## config.mk

```make
export PLATFORM = sky130hd
export DESIGN_NAME = rrs_top
export DESIGN_NICKNAME = d
export VERILOG_FILES = /design/src/rrs_pkg.sv /design/src/rrs_wu_if.sv /design/src/rrs_warmup.sv /design/src/rrs_top.sv
export VERILOG_INCLUDE_DIRS = /design/src /design/src/src
export SDC_FILE = /design/constraint.sdc
export NUM_CORES = 1
export LEC_CHECK = 0
export BUFFER_PORTS_ARGS = -buffer_cell sky130_fd_sc_hd__buf_4
export CAP_MARGIN = 20
export CORE_MARGIN = 2
export CORE_UTILIZATION = 59
export DETAILED_ROUTE_END_ITERATION = 8
export PLACE_DENSITY_LB_ADDON = 0.08
export RECOVER_POWER = 25
export SLEW_MARGIN = 30
export SYNTH_ARGS = -nofsm -noshare
export SYNTH_HDL_FRONTEND = slang
export SYNTH_SLANG_ARGS = --single-unit
```

## constraint.sdc

```tcl
create_clock -name clock -period 9.35 [get_ports clock]
set_clock_uncertainty 0.15 [all_clocks]
set_input_delay 1.4025 -clock clock [delete_from_list [all_inputs] [get_ports clock]]
set_output_delay 1.4025 -clock clock [all_outputs]
set_load 0.05 [all_outputs]
```

## src/rrs_map.svh

```systemverilog
// Register offsets, field positions, reset values and timing figures of the regulator status block
`ifndef RRS_MAP_SVH
`define RRS_MAP_SVH

// Byte addresses on the APB side
`define RRS_SERVICE_OFS      8'h14
`define RRS_FLAGS_OFS        8'h18
`define RRS_CTRL_OFS         8'h1c
`define RRS_MASK_OFS         8'h20

// Event flag positions inside the event flag register
`define RRS_SLEEP_SYNC_BIT   0
`define RRS_DEEP_WAKE_BIT    1
`define RRS_LIGHT_WAKE_BIT   2
`define RRS_PERIODIC_BIT     3
`define RRS_EXT_WAKE_LSB     4
`define RRS_CAL_DONE_BIT     9
`define RRS_WATCHDOG_BIT     10
`define RRS_BUCK_READY_BIT   17
`define RRS_MEM_READY_BIT    18
`define RRS_RADIO_READY_BIT  19
`define RRS_EVENT_W          11
`define RRS_W1C_MASK         11'h2ff

// Regulator control register fields
`define RRS_CTRL_W           5
`define RRS_RADIO_EN_BIT     0
`define RRS_RADIO_FULL_BIT   1
`define RRS_MEM_EN_BIT       2
`define RRS_BUCK_EN_BIT      3
`define RRS_BUCK_BYPASS_BIT  4

`define RRS_FLAGS_RESET      11'h000
`define RRS_MASK_RESET       11'h000
`define RRS_CTRL_RESET       5'h00
`define RRS_SERVICE_WORD     32'hc0de5afe

// Warm-up times in microseconds and the clock rate in MHz
`define RRS_CLK_MHZ          100
`define RRS_RADIO_FULL_US    600
`define RRS_RADIO_SHORT_US   200
`define RRS_MEM_US           200
`define RRS_BUCK_REG_US      400
`define RRS_BUCK_BYPASS_US   700
`define RRS_CNT_W            17

`endif

```

## src/rrs_pkg.sv

```systemverilog
// Types shared by the regulator status block
`include "rrs_map.svh"

package rrs_pkg;

   typedef logic [3:0]            rrs_ext_wake_t;
   typedef logic [`RRS_CNT_W-1:0] rrs_count_t;

   typedef struct packed {
      logic [`RRS_EVENT_W-1:0] flags;
      logic [`RRS_EVENT_W-1:0] mask;
      logic [`RRS_CTRL_W-1:0]  ctrl;
      logic                    radio_mode_q;
      logic                    bypass_q;
      logic                    buck_fault;
      logic [31:0]             rdata;
      logic                    slverr;
      logic                    wd_restart;
      logic                    rtc_clear;
   } rrs_state_t;

   typedef struct packed {
      rrs_count_t cnt;
      logic       ready;
   } rrs_wu_state_t;

endpackage

```

## src/rrs_wu_if.sv

```systemverilog
// Link between the status block and one warm-up timer
`timescale 1ns/1ps
`default_nettype none

interface rrs_wu_if;
   import rrs_pkg::*;

   logic       start;
   rrs_count_t target;
   logic       ready;

   modport ctrl  (output start, output target, input ready);
   modport timer (input start, input target, output ready);
endinterface

`default_nettype wire

```

## src/rrs_warmup.sv

```systemverilog
// Warm-up timer for one regulator
`timescale 1ns/1ps
`default_nettype none

module rrs_warmup (
   input  wire logic clock,
   input  wire logic rst_n,
   rrs_wu_if.timer   wu
);
   import rrs_pkg::*;

   rrs_wu_state_t state_reg;
   rrs_wu_state_t state_next;

   // Reference clock count, restart on enable low
   always_comb begin
      state_next = state_reg;
      if (!wu.start) begin
         state_next.cnt   = '0;
         state_next.ready = 1'b0;
      end else if (!state_reg.ready) begin
         state_next.cnt = state_reg.cnt + rrs_count_t'(1);
         if (state_reg.cnt + rrs_count_t'(1) >= wu.target) begin
            state_next.ready = 1'b1;
         end
      end
   end

   always_ff @(posedge clock or negedge rst_n) begin
      if (!rst_n) begin
         state_reg <= '0;
      end else begin
         state_reg <= state_next;
      end
   end

   assign wu.ready = state_reg.ready;
endmodule

`default_nettype wire

```

## src/rrs_top.sv

```systemverilog
// Clock and reset manager event flags with regulator-ready status over APB
//
// Decided for this implementation: register access over APB.
`timescale 1ns/1ps
`default_nettype none
`include "rrs_map.svh"

module rrs_top #(
   parameter int RADIO_FULL_CYC  = `RRS_RADIO_FULL_US * `RRS_CLK_MHZ,
   parameter int RADIO_SHORT_CYC = `RRS_RADIO_SHORT_US * `RRS_CLK_MHZ,
   parameter int MEM_CYC         = `RRS_MEM_US * `RRS_CLK_MHZ,
   parameter int BUCK_REG_CYC    = `RRS_BUCK_REG_US * `RRS_CLK_MHZ,
   parameter int BUCK_BYPASS_CYC = `RRS_BUCK_BYPASS_US * `RRS_CLK_MHZ
) (
   input  wire logic                  clock,
   input  wire logic                  rst_n,
   input  wire logic                  psel,
   input  wire logic                  penable,
   input  wire logic                  pwrite,
   input  wire logic [7:0]            paddr,
   input  wire logic [31:0]           pwdata,
   output logic      [31:0]           prdata,
   output logic                       pready,
   output logic                       pslverr,
   output logic                       irq,
   input  wire logic                  sleep_entry,
   input  wire logic                  sleep_sync_evt,
   input  wire logic                  deep_sleep_wake_evt,
   input  wire logic                  light_sleep_wake_evt,
   input  wire logic                  periodic_timer_evt,
   input  wire rrs_pkg::rrs_ext_wake_t external_wake_evt,
   input  wire logic                  cal_done_evt,
   input  wire logic                  watchdog_timeout,
   input  wire logic                  watchdog_irq_select,
   output logic                       watchdog_restart,
   output logic                       periodic_timer_clear,
   output logic                       radio_regulator_enable,
   output logic                       radio_full_path,
   output logic                       memory_regulator_enable,
   output logic                       buck_enable,
   output logic                       buck_bypass,
   output logic                       radio_regulator_ready,
   output logic                       memory_regulator_ready,
   output logic                       buck_ready
);
   import rrs_pkg::*;

   rrs_state_t state_reg;
   rrs_state_t state_next;

   logic                    setup_phase;
   logic                    wr_access;
   logic                    wr_flags;
   logic                    wr_ctrl;
   logic                    wr_mask;
   logic                    wr_service;
   logic                    service_ok;
   logic [`RRS_EVENT_W-1:0] set_vec;
   logic [`RRS_EVENT_W-1:0] clr_vec;
   logic [31:0]             flags_view;
   logic [2:0]              ready_raw;

   rrs_wu_if wu_radio ();
   rrs_wu_if wu_mem ();
   rrs_wu_if wu_buck ();

   assign setup_phase = psel && !penable;
   assign pready      = psel && penable;
   assign wr_access   = psel && penable && pwrite;
   assign wr_flags    = wr_access && paddr == `RRS_FLAGS_OFS;
   assign wr_ctrl     = wr_access && paddr == `RRS_CTRL_OFS;
   assign wr_mask     = wr_access && paddr == `RRS_MASK_OFS;
   assign wr_service  = wr_access && paddr == `RRS_SERVICE_OFS;
   assign service_ok  = wr_service && pwdata == `RRS_SERVICE_WORD;

   // Hardware events; bit 8 stays empty
   always_comb begin
      set_vec                          = '0;
      set_vec[`RRS_SLEEP_SYNC_BIT]     = sleep_sync_evt;
      set_vec[`RRS_DEEP_WAKE_BIT]      = deep_sleep_wake_evt;
      set_vec[`RRS_LIGHT_WAKE_BIT]     = light_sleep_wake_evt;
      set_vec[`RRS_PERIODIC_BIT]       = periodic_timer_evt;
      set_vec[`RRS_EXT_WAKE_LSB +: 4]  = external_wake_evt;
      set_vec[`RRS_CAL_DONE_BIT]       = cal_done_evt;
      // Time-out counts only in interrupt mode
      set_vec[`RRS_WATCHDOG_BIT]       = watchdog_timeout && watchdog_irq_select;
   end

   // Write-one clear on the clearable bits only
   always_comb begin
      clr_vec = '0;
      if (wr_flags) begin
         clr_vec = pwdata[`RRS_EVENT_W-1:0] & `RRS_W1C_MASK;
      end
      // Service word alone clears the watchdog flag
      clr_vec[`RRS_WATCHDOG_BIT] = service_ok;
   end

   always_comb begin
      flags_view                       = '0;
      flags_view[`RRS_EVENT_W-1:0]     = state_reg.flags;
      flags_view[`RRS_BUCK_READY_BIT]  = buck_ready;
      flags_view[`RRS_MEM_READY_BIT]   = memory_regulator_ready;
      flags_view[`RRS_RADIO_READY_BIT] = radio_regulator_ready;
   end

   always_comb begin
      state_next            = state_reg;
      state_next.wd_restart = service_ok;
      state_next.rtc_clear  = clr_vec[`RRS_PERIODIC_BIT];

      if (sleep_entry) begin
         state_next.flags = '0;
      end else begin
         // Set wins over a clear in the same cycle
         state_next.flags = (state_reg.flags & ~clr_vec) | set_vec;
      end

      if (wr_mask) begin
         state_next.mask = pwdata[`RRS_EVENT_W-1:0];
      end

      // Enables come from the control register
      if (wr_ctrl) begin
         state_next.ctrl = pwdata[`RRS_CTRL_W-1:0];
      end
      if (sleep_entry) begin
         state_next.ctrl = `RRS_CTRL_RESET;
      end
      state_next.radio_mode_q = state_reg.ctrl[`RRS_RADIO_FULL_BIT];
      state_next.bypass_q     = state_reg.ctrl[`RRS_BUCK_BYPASS_BIT];

      // Entering bypass with memory regulator on is forbidden
      if (!state_next.ctrl[`RRS_BUCK_EN_BIT] || !state_next.ctrl[`RRS_BUCK_BYPASS_BIT]) begin
         state_next.buck_fault = 1'b0;
      end
      if (state_next.ctrl[`RRS_BUCK_BYPASS_BIT] && !state_reg.ctrl[`RRS_BUCK_BYPASS_BIT]
          && (state_reg.ctrl[`RRS_MEM_EN_BIT] || state_next.ctrl[`RRS_MEM_EN_BIT])) begin
         state_next.buck_fault = 1'b1;
      end

      // Read data captured in setup, no flag side effects
      if (setup_phase) begin
         state_next.slverr = 1'b0;
         if (paddr == `RRS_FLAGS_OFS) begin
            state_next.rdata = flags_view;
         end else if (paddr == `RRS_CTRL_OFS) begin
            state_next.rdata = {27'h0, state_reg.ctrl};
         end else if (paddr == `RRS_MASK_OFS) begin
            state_next.rdata = {21'h0, state_reg.mask};
         end else if (paddr == `RRS_SERVICE_OFS) begin
            state_next.rdata = `RRS_SERVICE_WORD;
         end else begin
            state_next.rdata  = '0;
            state_next.slverr = 1'b1;
         end
      end
   end

   always_ff @(posedge clock or negedge rst_n) begin
      if (!rst_n) begin
         state_reg       <= '0;
         state_reg.flags <= `RRS_FLAGS_RESET;
         state_reg.mask  <= `RRS_MASK_RESET;
         state_reg.ctrl  <= `RRS_CTRL_RESET;
      end else begin
         state_reg <= state_next;
      end
   end

   // Radio target follows the path selection
   assign wu_radio.target = state_reg.ctrl[`RRS_RADIO_FULL_BIT] ? rrs_count_t'(RADIO_FULL_CYC)
                                                                : rrs_count_t'(RADIO_SHORT_CYC);
   assign wu_mem.target   = rrs_count_t'(MEM_CYC);
   assign wu_buck.target  = state_reg.ctrl[`RRS_BUCK_BYPASS_BIT] ? rrs_count_t'(BUCK_BYPASS_CYC)
                                                                 : rrs_count_t'(BUCK_REG_CYC);

   // A mode change restarts the warm-up as a drop of enable would
   assign wu_radio.start = state_reg.ctrl[`RRS_RADIO_EN_BIT]
                           && state_reg.ctrl[`RRS_RADIO_FULL_BIT] == state_reg.radio_mode_q;
   assign wu_mem.start   = state_reg.ctrl[`RRS_MEM_EN_BIT];
   assign wu_buck.start  = state_reg.ctrl[`RRS_BUCK_EN_BIT] && !state_reg.buck_fault
                           && state_reg.ctrl[`RRS_BUCK_BYPASS_BIT] == state_reg.bypass_q;

   rrs_warmup u_radio_warmup (
      .clock (clock),
      .rst_n (rst_n),
      .wu    (wu_radio.timer)
   );

   rrs_warmup u_mem_warmup (
      .clock (clock),
      .rst_n (rst_n),
      .wu    (wu_mem.timer)
   );

   rrs_warmup u_buck_warmup (
      .clock (clock),
      .rst_n (rst_n),
      .wu    (wu_buck.timer)
   );

   assign ready_raw = {wu_radio.ready, wu_mem.ready, wu_buck.ready};

   // Ready flags straight from the timers
   assign radio_regulator_ready  = ready_raw[2];
   assign memory_regulator_ready = ready_raw[1];
   // Fault masks buck ready at once, not a cycle late
   assign buck_ready             = ready_raw[0] && !state_reg.buck_fault;

   // Only the event bits reach the interrupt
   assign irq = |(state_reg.flags & state_reg.mask);

   assign prdata                  = state_reg.rdata;
   assign pslverr                 = state_reg.slverr && pready;
   // Pulse toward the slow timer; local flag clears on the same edge that raises it
   assign periodic_timer_clear    = state_reg.rtc_clear;
   assign watchdog_restart        = state_reg.wd_restart;
   assign radio_regulator_enable  = state_reg.ctrl[`RRS_RADIO_EN_BIT];
   assign radio_full_path         = state_reg.ctrl[`RRS_RADIO_FULL_BIT];
   assign memory_regulator_enable = state_reg.ctrl[`RRS_MEM_EN_BIT];
   assign buck_enable             = state_reg.ctrl[`RRS_BUCK_EN_BIT];
   assign buck_bypass             = state_reg.ctrl[`RRS_BUCK_BYPASS_BIT];
endmodule

`default_nettype wire

```

### After elaboration in Yosys (flattened, before gate mapping)

Cells that the tools add are included.

* bits in registers: 119
* bits of input ports: 57
* output and inout port bits: 45
* logic and storage cells: 88

* $add $sub $neg: 3
* magnitude comparators: 3
* equal/unequal tests: 10
* muxes and demuxes: 25
* bitwise logic cells: 4
* reductions and logical operators: 26

Operators by type and width (count)
* 32-bit 2-to-1 mux: 4
* 18-bit 2-to-1 mux: 6
* 17-bit by 1-bit adder with 17-bit output (second input constant): 3
* 32-bit == test (second input constant): 1
* 8-bit by 5-bit == test with 1-bit output (second input constant): 3
* 11-bit bitwise AND: 2
* 17-bit by 15-bit greater-or-equal comparator with 1-bit output (second input constant): 1
* 17-bit by 16-bit greater-or-equal comparator with 1-bit output: 1
* 17-bit greater-or-equal comparator: 1
* 17-bit 2-to-1 mux: 1
* 1-bit logical AND: 16
* 16-bit 2-to-1 mux: 1
* 11-bit 2-to-1 mux: 1
* 11-bit NOT: 1
* 11-bit OR: 1
* 11-bit OR reduction: 1
* 10-bit 2-to-1 mux: 1
* 5-bit 2-to-1 mux: 2
* 1-bit 2-to-1 mux: 9
* 8-bit by 6-bit == test with 1-bit output (second input constant): 1
* 2-bit != test (second input constant): 3
* 1-bit zero test: 5
* 2-bit nonzero test: 2
* 1-bit == test: 2
* 1-bit logical OR: 2

### Longest topological paths before layout

Gate-level depths: netlist of run 1.

* depth in word-level cells: 9
* depth in mapped cells: 12
* depth with buffers taken out: 11

### Cells and area by module

From an unflattened synthesis of run 1, not the netlist that was laid out.

* cell total of the unflattened synthesis: 826
* area total of the unflattened synthesis: 7329.5 µm²

By module, submodules not included
* rrs_warmup: instances 3, cells each 186, area each 1556.5 µm², sequential area each 450.4 µm²
* rrs_top: instances 1, cells each 268, area each 2660.1 µm², sequential area each 1176.1 µm²

### Worst setup path before layout of run 1

OpenSTA, ideal clock, no wires.

* path type: input to output
* from: input penable
* to: output pslverr
* arrival time: 1846 ps
* required time: 7797 ps
* setup slack: 5951 ps
* stages: 1
* buffers on the path: 0
* path through: and3_1

* word-level cells in the longest chain between the ends: 2

Ends and longest elaborated chain
* start: declaration: line rrs_top.sv:18 `input wire logic penable,`
* 1-bit logical AND: line rrs_top.sv:68 `assign pready = psel && penable;`
* 1-bit logical AND: line rrs_top.sv:215 `assign pslverr = state_reg.slverr && pready;`
* end: declaration: line rrs_top.sv:24 `output logic pslverr,`

No other way between the ends.

==> results.cfg, run 1 <==
[placed_design]
dp_hpwl_mm = 9.59
numPortBuffers = 91
gp_congestion = 0.915
placed_area_mm2 = 0.00649
dp.cells = 818

[timing]
fin_tns_setup_ns = 0
rsz0062_at_grt = no
slew_headroom_pct = -13.5
fmax_mhz = 292
finalSetupViolCount = 0
drv_slew = 32
finalCritPeriodShare_pct = 36.7
finalHoldViolations = 0
worst_pin_slew_ns = 1.70
period_needed_ns = 3.43

[floorplan]
ios = 102
rows = 36
die-area_mm2 = 0.0110
die_x_um = 105
coreArea_mm2 = 0.00982
initial_core_util_pct = 60.9
fp.dieH_um = 105

[global_route]
first_global_vias = 4702
antenna_found_initial = 0
grt_max_degree = 72
track_usage_pct = 25.1
grt_pass1_wl_mm = 22.5
grt-ovfl-total = 0

[clock_network]
clk_latency_ns = 0.38
cts_max_level = 3
cts_setup_buffers = 0
path_clk_slew_ns = 0.09
clockRootBuffer = clkbuf_8
numCtsBuffers = 9
clockBufferDepth = 2
cts_resized = 0
cts_tree = yes
numClockSinks = 101
holdBufCountCts = 0

[power]
powerDensity_mw_per_mm2 = 119
pwr-share-clk_pct = 37.1
switching_share_pct = 24.1
power_frac_seq_pct = 56.0
peakVddDrop_mv = 0.108
intPower_w = 0.000603
combPwrFrac_pct = 7.0
power.switching_w = 0.000192
p_leak_nw = 2.94

[finish]
mostFrequentLayoutCells = dfrtp_1 (101), buf_4 (91), nor2_1 (71)
fin_nets = 767
fillers = 811
drive_above_1_share_pct = 18.0
layout.cells.non_filler = 834
antenna_cells = 0
final_area_mm2 = 0.00670
syn_to_final_growth_pct = 12.0
final_common_cell = dfrtp_1

[yosys]
syn-cell-area_mm2 = 0.00598
synth.area.mux_share_pct = 3.26
ys_warn_count = 0
ys_ff_latch = 101
synth_compound_area_share_pct = 11.0
yosys.area_share.xor_xnor_pct = 10.1
yosys_most_used_dff = dfrtp_1
synth_top_family_by_area = simple AND/OR/NAND/NOR gates
avgSynthCellArea_um2 = 9.19
synth_cell_types = 60
netlist_instances = 651
ys_seq_area_share_pct = 42.3
synth_fa_ha_area_share_pct = 2.93
synth_simple_gate_area_share_pct = 23.5
synth_edf_count = 0
async_flop_share_pct = 100

[routing]
drtIter0Drc = 308
wl_per_cell_um = 15.8
ant_nets = 0
dr.pass1.iters = 6
avgViaCountPerCell = 5.82
drc = 0
wl_mm = 13.2
via_count = 4854

[critical_path]
cp_data_arrival_time_ns = 3.56
end_kind = flop
worstPathMaxFanout = 12
critPathRequiredTime_ns = 9.48
start_kind = flop
crit_type = reg -> reg

[job]
drv_cap = 1

[outcome]
violations = max-capacitance violations, max-slew violations
status = finished, violations left

[hold_path]
min-delay-path-class = reg -> reg
-- cells by family (layout without fill, tap and decap cells) --
logic type,Yosys count,in the layout
buf+inv,74,115
mux,18,18
flops,101,101
fa+ha+maj,14,14
xor+xnor,69,69
simple gates,273,273
other cells,1,10
compound gates,101,101
-- Yosys cell counts, types with 7 or more instances --
cell | number | share of area, %
ha_1 | 14 | 2.9
xnor2_1 | 46 | 6.7
o21ai_0 | 26 | 2.2
and2_1 | 21 | 2.2
nor3_1 | 18 | 1.5
nand3_1 | 15 | 1.3
clkbuf_1 | 31 | 1.9
nand2_1 | 63 | 4.0
nor3b_1 | 7 | 0.88
nor2_1 | 71 | 4.5
and3_1 | 8 | 0.84
mux2_2 | 12 | 2.3
buf_4 | 32 | 4.0
nand4_1 | 16 | 1.7
xor2_1 | 23 | 3.4
a21oi_1 | 33 | 2.8
dfrtp_1 | 101 | 42
nor2b_1 | 9 | 0.94
nor4_1 | 9 | 0.94
-- critical path, cell delays in order (launching register included) --
cell and delay [ns]:
dfrtp_1 0.41, nand3_1 0.31, nor4_1 0.64, nand3_1 0.28, nor2_1 0.17, xor2_1 0.09
ha_1 0.34, nand2_1 0.06, a2111o_1 0.39, a211o_1 0.30, a41oi_1 0.19
-- area by class of cell --
cell class                      instances  area, µm²  share of cell area, %
Inverter                                6       22.5                  0.336
Sequential cell                       101       2530                   37.7
Multi-Input combinational cell        485       3070                   45.8
Clock inverter                          5       63.8                  0.952
Tap cell                              133        166                   2.48
Timing Repair Buffer                   93        698                   10.4
Clock buffer                           11        151                   2.26
-- routing by layer --
layer | wire (µm) | track usage (%) | share of wire (%) | up-vias
met5 | 0 | 0 | 0 | -
met4 | 146 | 8.00 | 1.1 | 0
met3 | 882 | 5.36 | 6.7 | 12
met2 | 6390 | 40.7 | 48 | 160
met1 | 5760 | 33.9 | 44 | 2353
li1 | - | - | - | 2329
-- power groups by stage --
stage	sequential (W)	clock [W]	combinational (W)
5_1_grt	0.000445	0.000317	0.0000605
6_report	0.000445	0.000295	0.0000554
2_1_floorplan	0.000452	0	0.0000269
4_1_cts	0.000445	0.000306	0.0000559
3_3_place_gp	0.000453	0	0.0000549
3_5_place_dp	0.000453	0	0.0000558
-- metrics by stage --
stage | hold slack, ns | setup WS (ns) | utilization (%) | total power, W
finish | 0.331 | 5.92 | 68.2 | 0.000795
floorplan | 0.291 | 5.95 | - | 0.000479
detailed placement | 0.313 | 5.62 | 66.1 | 0.000509
global route | 0.353 | 5.61 | 68.2 | 0.000823
CTS | 0.334 | 5.95 | 68.3 | 0.000807
global placement | 0.311 | 5.81 | 66.1 | 0.000508
-- path summary, 6_finish.rpt --
path                                        startpoint                     endpoint  slack [ns]  cells after the start
hold / removal                            state_reg[2]                 state_reg[2]        0.33                      2
min in group asynchronous                        rst_n  u_radio_warmup.state_reg[1]        1.30                      1
hold reg to reg                           state_reg[2]                 state_reg[2]        0.33                      2
setup reg to reg           u_radio_warmup.state_reg[3]      u_radio_warmup.wu.ready        5.92                     10
max in group asynchronous                        rst_n                state_reg[52]        6.38                      2
setup / recovery           u_radio_warmup.state_reg[3]      u_radio_warmup.wu.ready        5.92                     10
Note: power is estimated with default switching activity, not from simulation.
==> inputs of run 2 (changes only) <==
Settings changed: CORE_UTILIZATION 59 to 51.
Clock period 9.35 ns to 3.1 ns, I/O delays scaled along.
==> run 2 against run 1 <==
Compared with the run above:
- critical endpoint is now u_buck_warmup.wu.ready
- sequential cell count stayed put
- highest routed layer unchanged
- the run now ends clean
- maximum frequency is 18% higher
- non-clock buffer count is 16 higher
==> results.cfg, run 2 (same netlist as run 1, synthesis figures left out) <==
[timing]
drv_slew = 0
period_needed_ns = 2.91
finalHoldViolations = 0
finalSetupViolCount = 0
finalCritPeriodShare_pct = 93.8
fmax_mhz = 344
fin_tns_setup_ns = 0
rsz0062_at_grt = no
finalWorstSetupSlack_ns = 0.194
slew_headroom_pct = 18.9
worst_pin_slew_ns = 1.22

[floorplan]
ios = 102
rows = 39
die_x_um = 112
fp.dieH_um = 112
coreArea_mm2 = 0.0114
die-area_mm2 = 0.0126
initial_core_util_pct = 52.4

[routing]
drc = 0
via_count = 4891
ant_nets = 0
wl_per_cell_um = 16.4
drtIter0Drc = 302
avgViaCountPerCell = 5.69
wl_mm = 14.1
dr.pass1.iters = 5

[finish]
final_common_cell = dfrtp_1
syn_to_final_growth_pct = 16.4
drive_above_1_share_pct = 19.0
seqCellArea_mm2 = 0.00253
mostFrequentLayoutCells = dfrtp_1 (101), buf_4 (96), nor2_1 (71)
antenna_cells = 0
fillers = 1018
fin_nets = 783
multiInputGateArea_mm2 = 0.00309

[power]
powerDensity_mw_per_mm2 = 405
peakVddDrop_mv = 0.462
p_leak_nw = 3.06

[critical_path]
cpPeakStageDelay_ns = 0.41
crit_type = reg -> reg
end_kind = flop
path_delay_family = compound AO/OA/AOI/OAI gates
worstPathMaxFanout = 5
r2r_slack_ns = 0.19
crit_chain = ha_2 > and3_1 > nand4_1 > nor2_1 > xor2_1 > ha_1 > a2111oi_2 > o41ai_1 > a221o_1 > a21oi_1 > a221oi_1
cp_data_arrival_time_ns = 2.94
start_kind = flop
crit_slowest_cell = dfrtp_1
worst-path-buf-inv = 0
critPathRequiredTime_ns = 3.13

[global_route]
grt-ovfl-total = 0
first_global_vias = 4816
track_usage_pct = 23.1
grt_max_degree = 57
antenna_found_initial = 0
grt_pass1_wl_mm = 23.6

[placed_design]
gp_congestion = 0.886
numPortBuffers = 91
dp_hpwl_mm = 10.0
detailedPlace.worstSlack_ns = 0.0604

[clock_network]
numCtsBuffers = 9
path_clk_slew_ns = 0.07
clk_latency_ns = 0.34
cts_max_level = 3
cts_tree = yes
numClockSinks = 101
clockRootBuffer = clkbuf_16
clockBufferDepth = 2

[outcome]
status = complete, no violations

[job]
drv_cap = 0

[hold_path]
min-delay-path-class = in -> reg
==> run 2: cell count changes in the layout (fill, tap and decap cells not counted), moves of 2 or more <==
cell,delta
clkbuf_8,-10
inv_6,-3
buf_4,+5
clkbuf_16,+9
and2_1,+8
bufinv_16,+2
and2_0,-8
clkbuf_1,+9
==> run 2: routing by layer <==
| metal | share of wire [%] | wire (µm) | global-route usage (%) |
|---|---|---|---|
| met5 | 0 | 0 | 0 |
| met4 | 1.6 | 232 | 6.83 |
| met3 | 6.1 | 865 | 6.16 |
| met2 | 47 | 6680 | 37.0 |
| met1 | 45 | 6360 | 31.1 |
==> run 2: final cells by class <==
| class | count | share of cell area, % |
|---|---|---|
| flip-flops and latches | 101 | 36.3 |
| multi-input cells | 485 | 44.4 |
| inverters | 6 | 0.324 |
| well taps | 143 | 2.57 |
| clock buffers | 10 | 3.43 |
| repair buffers | 109 | 11.4 |
| clock inverters | 6 | 1.58 |
==> run 2: metrics by stage <==
stage	std cells	util [%]	cell area [µm²]	hold WS (ns)	total power (W)
4_1_cts	859	61.1	6980	0.173	0.00286
2_1_floorplan	660	-	6020	0.0194	0.00144
5_1_grt	860	61.0	6960	0.177	0.00292
3_5_place_dp	842	58.0	6620	0.322	0.00154
6_report	860	61.0	6960	0.183	0.00282
3_3_place_gp	842	58.0	6620	0.306	0.00154
==> run 2: power breakdown <==
group / total (W) / switching [W] / internal [W]
combinational: 0.000170 / 0.000105 / 0.0000658
clock: 0.00131 / 0.000499 / 0.000810
sequential: 0.00134 / 0.0000112 / 0.00133
==> run 2: what timing repair did <==
action                                  4_1_cts  5_1_grt
endpoints found under the setup margin        0        2
resized for setup                             0        5
hold buffers                                  1        0
setup buffers                                 0        1
endpoints found under the hold margin         1        0
==> run 2: worst paths after layout <==
kind                                                to                       start  depth (start not counted)
min reg2reg                                  prdata[7]                   prdata[7]                          2
max reg2reg                     u_buck_warmup.wu.ready  u_buck_warmup.state_reg[2]                         11
min in group asynchronous                    prdata[5]                       rst_n                          2
max                             u_buck_warmup.wu.ready  u_buck_warmup.state_reg[2]                         11
max in group asynchronous  u_radio_warmup.state_reg[7]                       rst_n                          3
min                                      flags_view[2]        light_sleep_wake_evt                          3
==> run 2: worst register-to-register path: stages (launching register included) <==
cell and delay (ns):
dfrtp_1 0.41, ha_2 0.22, and3_1 0.22, nand4_1 0.17, nor2_1 0.15, xor2_1 0.16
ha_1 0.27, a2111oi_2 0.38, o41ai_1 0.15, a221o_1 0.28, a21oi_1 0.11, a221oi_1 0.08
==> inputs of run 3 (changes only) <==
Settings changed: REMOVE_ABC_BUFFERS set to 1.
==> run 3 against run 2 <==
Compared with the run above:
- first-iteration DRC count increased by 1.7%
- largest cell class unchanged
- combinational power about the same
- highest routed layer unchanged
- die area stayed put
- worst hold slack improved by 0.0012 ns
==> results.cfg, run 3 (same netlist as run 1, synthesis figures left out) <==
[placed_design]
numPortBuffers = 91
gp_congestion = 0.907
dp_hpwl_mm = 9.84
dp.cells = 840

[global_route]
first_global_vias = 4776
grt_max_degree = 57
track_usage_pct = 22.8
antenna_found_initial = 0
grt-ovfl-total = 0
grt_pass1_wl_mm = 23.3

[routing]
dr.pass1.iters = 4
wl_mm = 13.7
avgViaCountPerCell = 5.65
wl_per_cell_um = 15.9
drtIter0Drc = 307
drc = 0
via_count = 4844
ant_nets = 0

[timing]
drv_slew = 0
worst_pin_slew_ns = 1.15
finalHoldViolations = 0
rsz0062_at_grt = no
period_needed_ns = 2.94
slew_headroom_pct = 23.5
fin_tns_setup_ns = 0
finalCritPeriodShare_pct = 94.8
fmax_mhz = 340
finalSetupViolCount = 0

[finish]
drive_above_1_share_pct = 18.6
layout.cells.non_filler = 858
syn_to_final_growth_pct = 15.5
antenna_cells = 0
final_common_cell = dfrtp_1
fin_nets = 782
mostFrequentLayoutCells = dfrtp_1 (101), buf_4 (96), nor2_1 (71)

[hold_path]
hold_depth = 3
hold_path.startpoint = external_wake_evt[3]
min-delay-path-class = in -> reg
hold_path_end = flags_view[7]

[power]
powerDensity_mw_per_mm2 = 383
p_leak_nw = 3.03
peakVddDrop_mv = 0.342

[critical_path]
critPathRequiredTime_ns = 3.13
ff2ff_path_depth = 10
reg2reg_to = u_buck_warmup.wu.ready
start_kind = flop
r2r_slack_ns = 0.16
startpoint = u_buck_warmup.state_reg[1]
rr_startpoint = u_buck_warmup.state_reg[1]
crit_type = reg -> reg
end_kind = flop
worstPathMaxFanout = 5
cp_data_arrival_time_ns = 2.97

[floorplan]
coreArea_mm2 = 0.0114
fp.dieH_um = 112
die_x_um = 112
die-area_mm2 = 0.0126
ios = 102
initial_core_util_pct = 52.4
rows = 39

[clock_network]
path_clk_slew_ns = 0.07
clockBufferDepth = 2
numCtsBuffers = 9
cts_max_level = 3
cts_tree = yes
clk_latency_ns = 0.35
clockRootBuffer = clkbuf_16
numClockSinks = 101

[outcome]
status = complete, no violations

[job]
drv_cap = 0
run 3: layer usage:
| metal | wire length [µm] | track usage (%) |
|---|---|---|
| met1 | 6230 | 30.7 |
| met2 | 6550 | 36.0 |
| met3 | 735 | 5.99 |
| met4 | 159 | 7.89 |
| met5 | 0 | 0 |
run 3: area by class of cell:
cell class,count,area [µm²]
Inverter,6,22.5
Fill cell,999,4510
Multi-Input combinational cell,485,3100
Sequential cell,101,2530
Timing Repair Buffer,108,790
Tap cell,143,179
Clock buffer,12,246
Clock inverter,3,46.3
run 3: what timing repair did:
item | in CTS | in global routing
gates resized for setup | 0 | 4
setup buffers | 0 | 2
hold buffers | 1 | 0
endpoints found under the hold margin | 45 | 0
endpoints found under the setup margin | 0 | 2
run 3: metrics by stage:
stage,worst slack (ns),power (W),hold WS (ns),utilization [%],cell area (µm²)
after floorplan,-0.273,0.00143,0.0194,-,5620
after global placement,0.283,0.00154,0.318,57.9,6610
after detailed placement,0.0552,0.00154,0.323,57.9,6610
after CTS,0.0543,0.00268,0.168,60.5,6910
after global routing,0.0221,0.00275,0.163,60.5,6910
final,0.160,0.00264,0.184,60.5,6910
run 3: worst max-delay path: stages (launching register included):
cell and delay (ns):
dfrtp_1 0.41, ha_1 0.23, and3_4 0.22, nand3_1 0.16
xnor2_1 0.17, ha_1 0.33, a311oi_1 0.26, nor3b_1 0.09
o31a_1 0.28, o311ai_0 0.35, a221oi_1 0.13
run 3: worst max-delay path by stage:
stage	endpoint	slack, ns
after global routing	u_buck_warmup.wu.ready	0.02
after CTS	u_buck_warmup.wu.ready	0.05
final	u_buck_warmup.wu.ready	0.16
after detailed placement	u_buck_warmup.wu.ready	0.06
after floorplan	prdata[30]	-0.27
after global placement	u_buck_warmup.wu.ready	0.28
run 3: where the power goes:
part	internal (W)	switching, W
Sequential	0.00133	0.0000111
Clock	0.000646	0.000484
Combinational	0.0000664	0.000104
Total	0.00204	0.000599
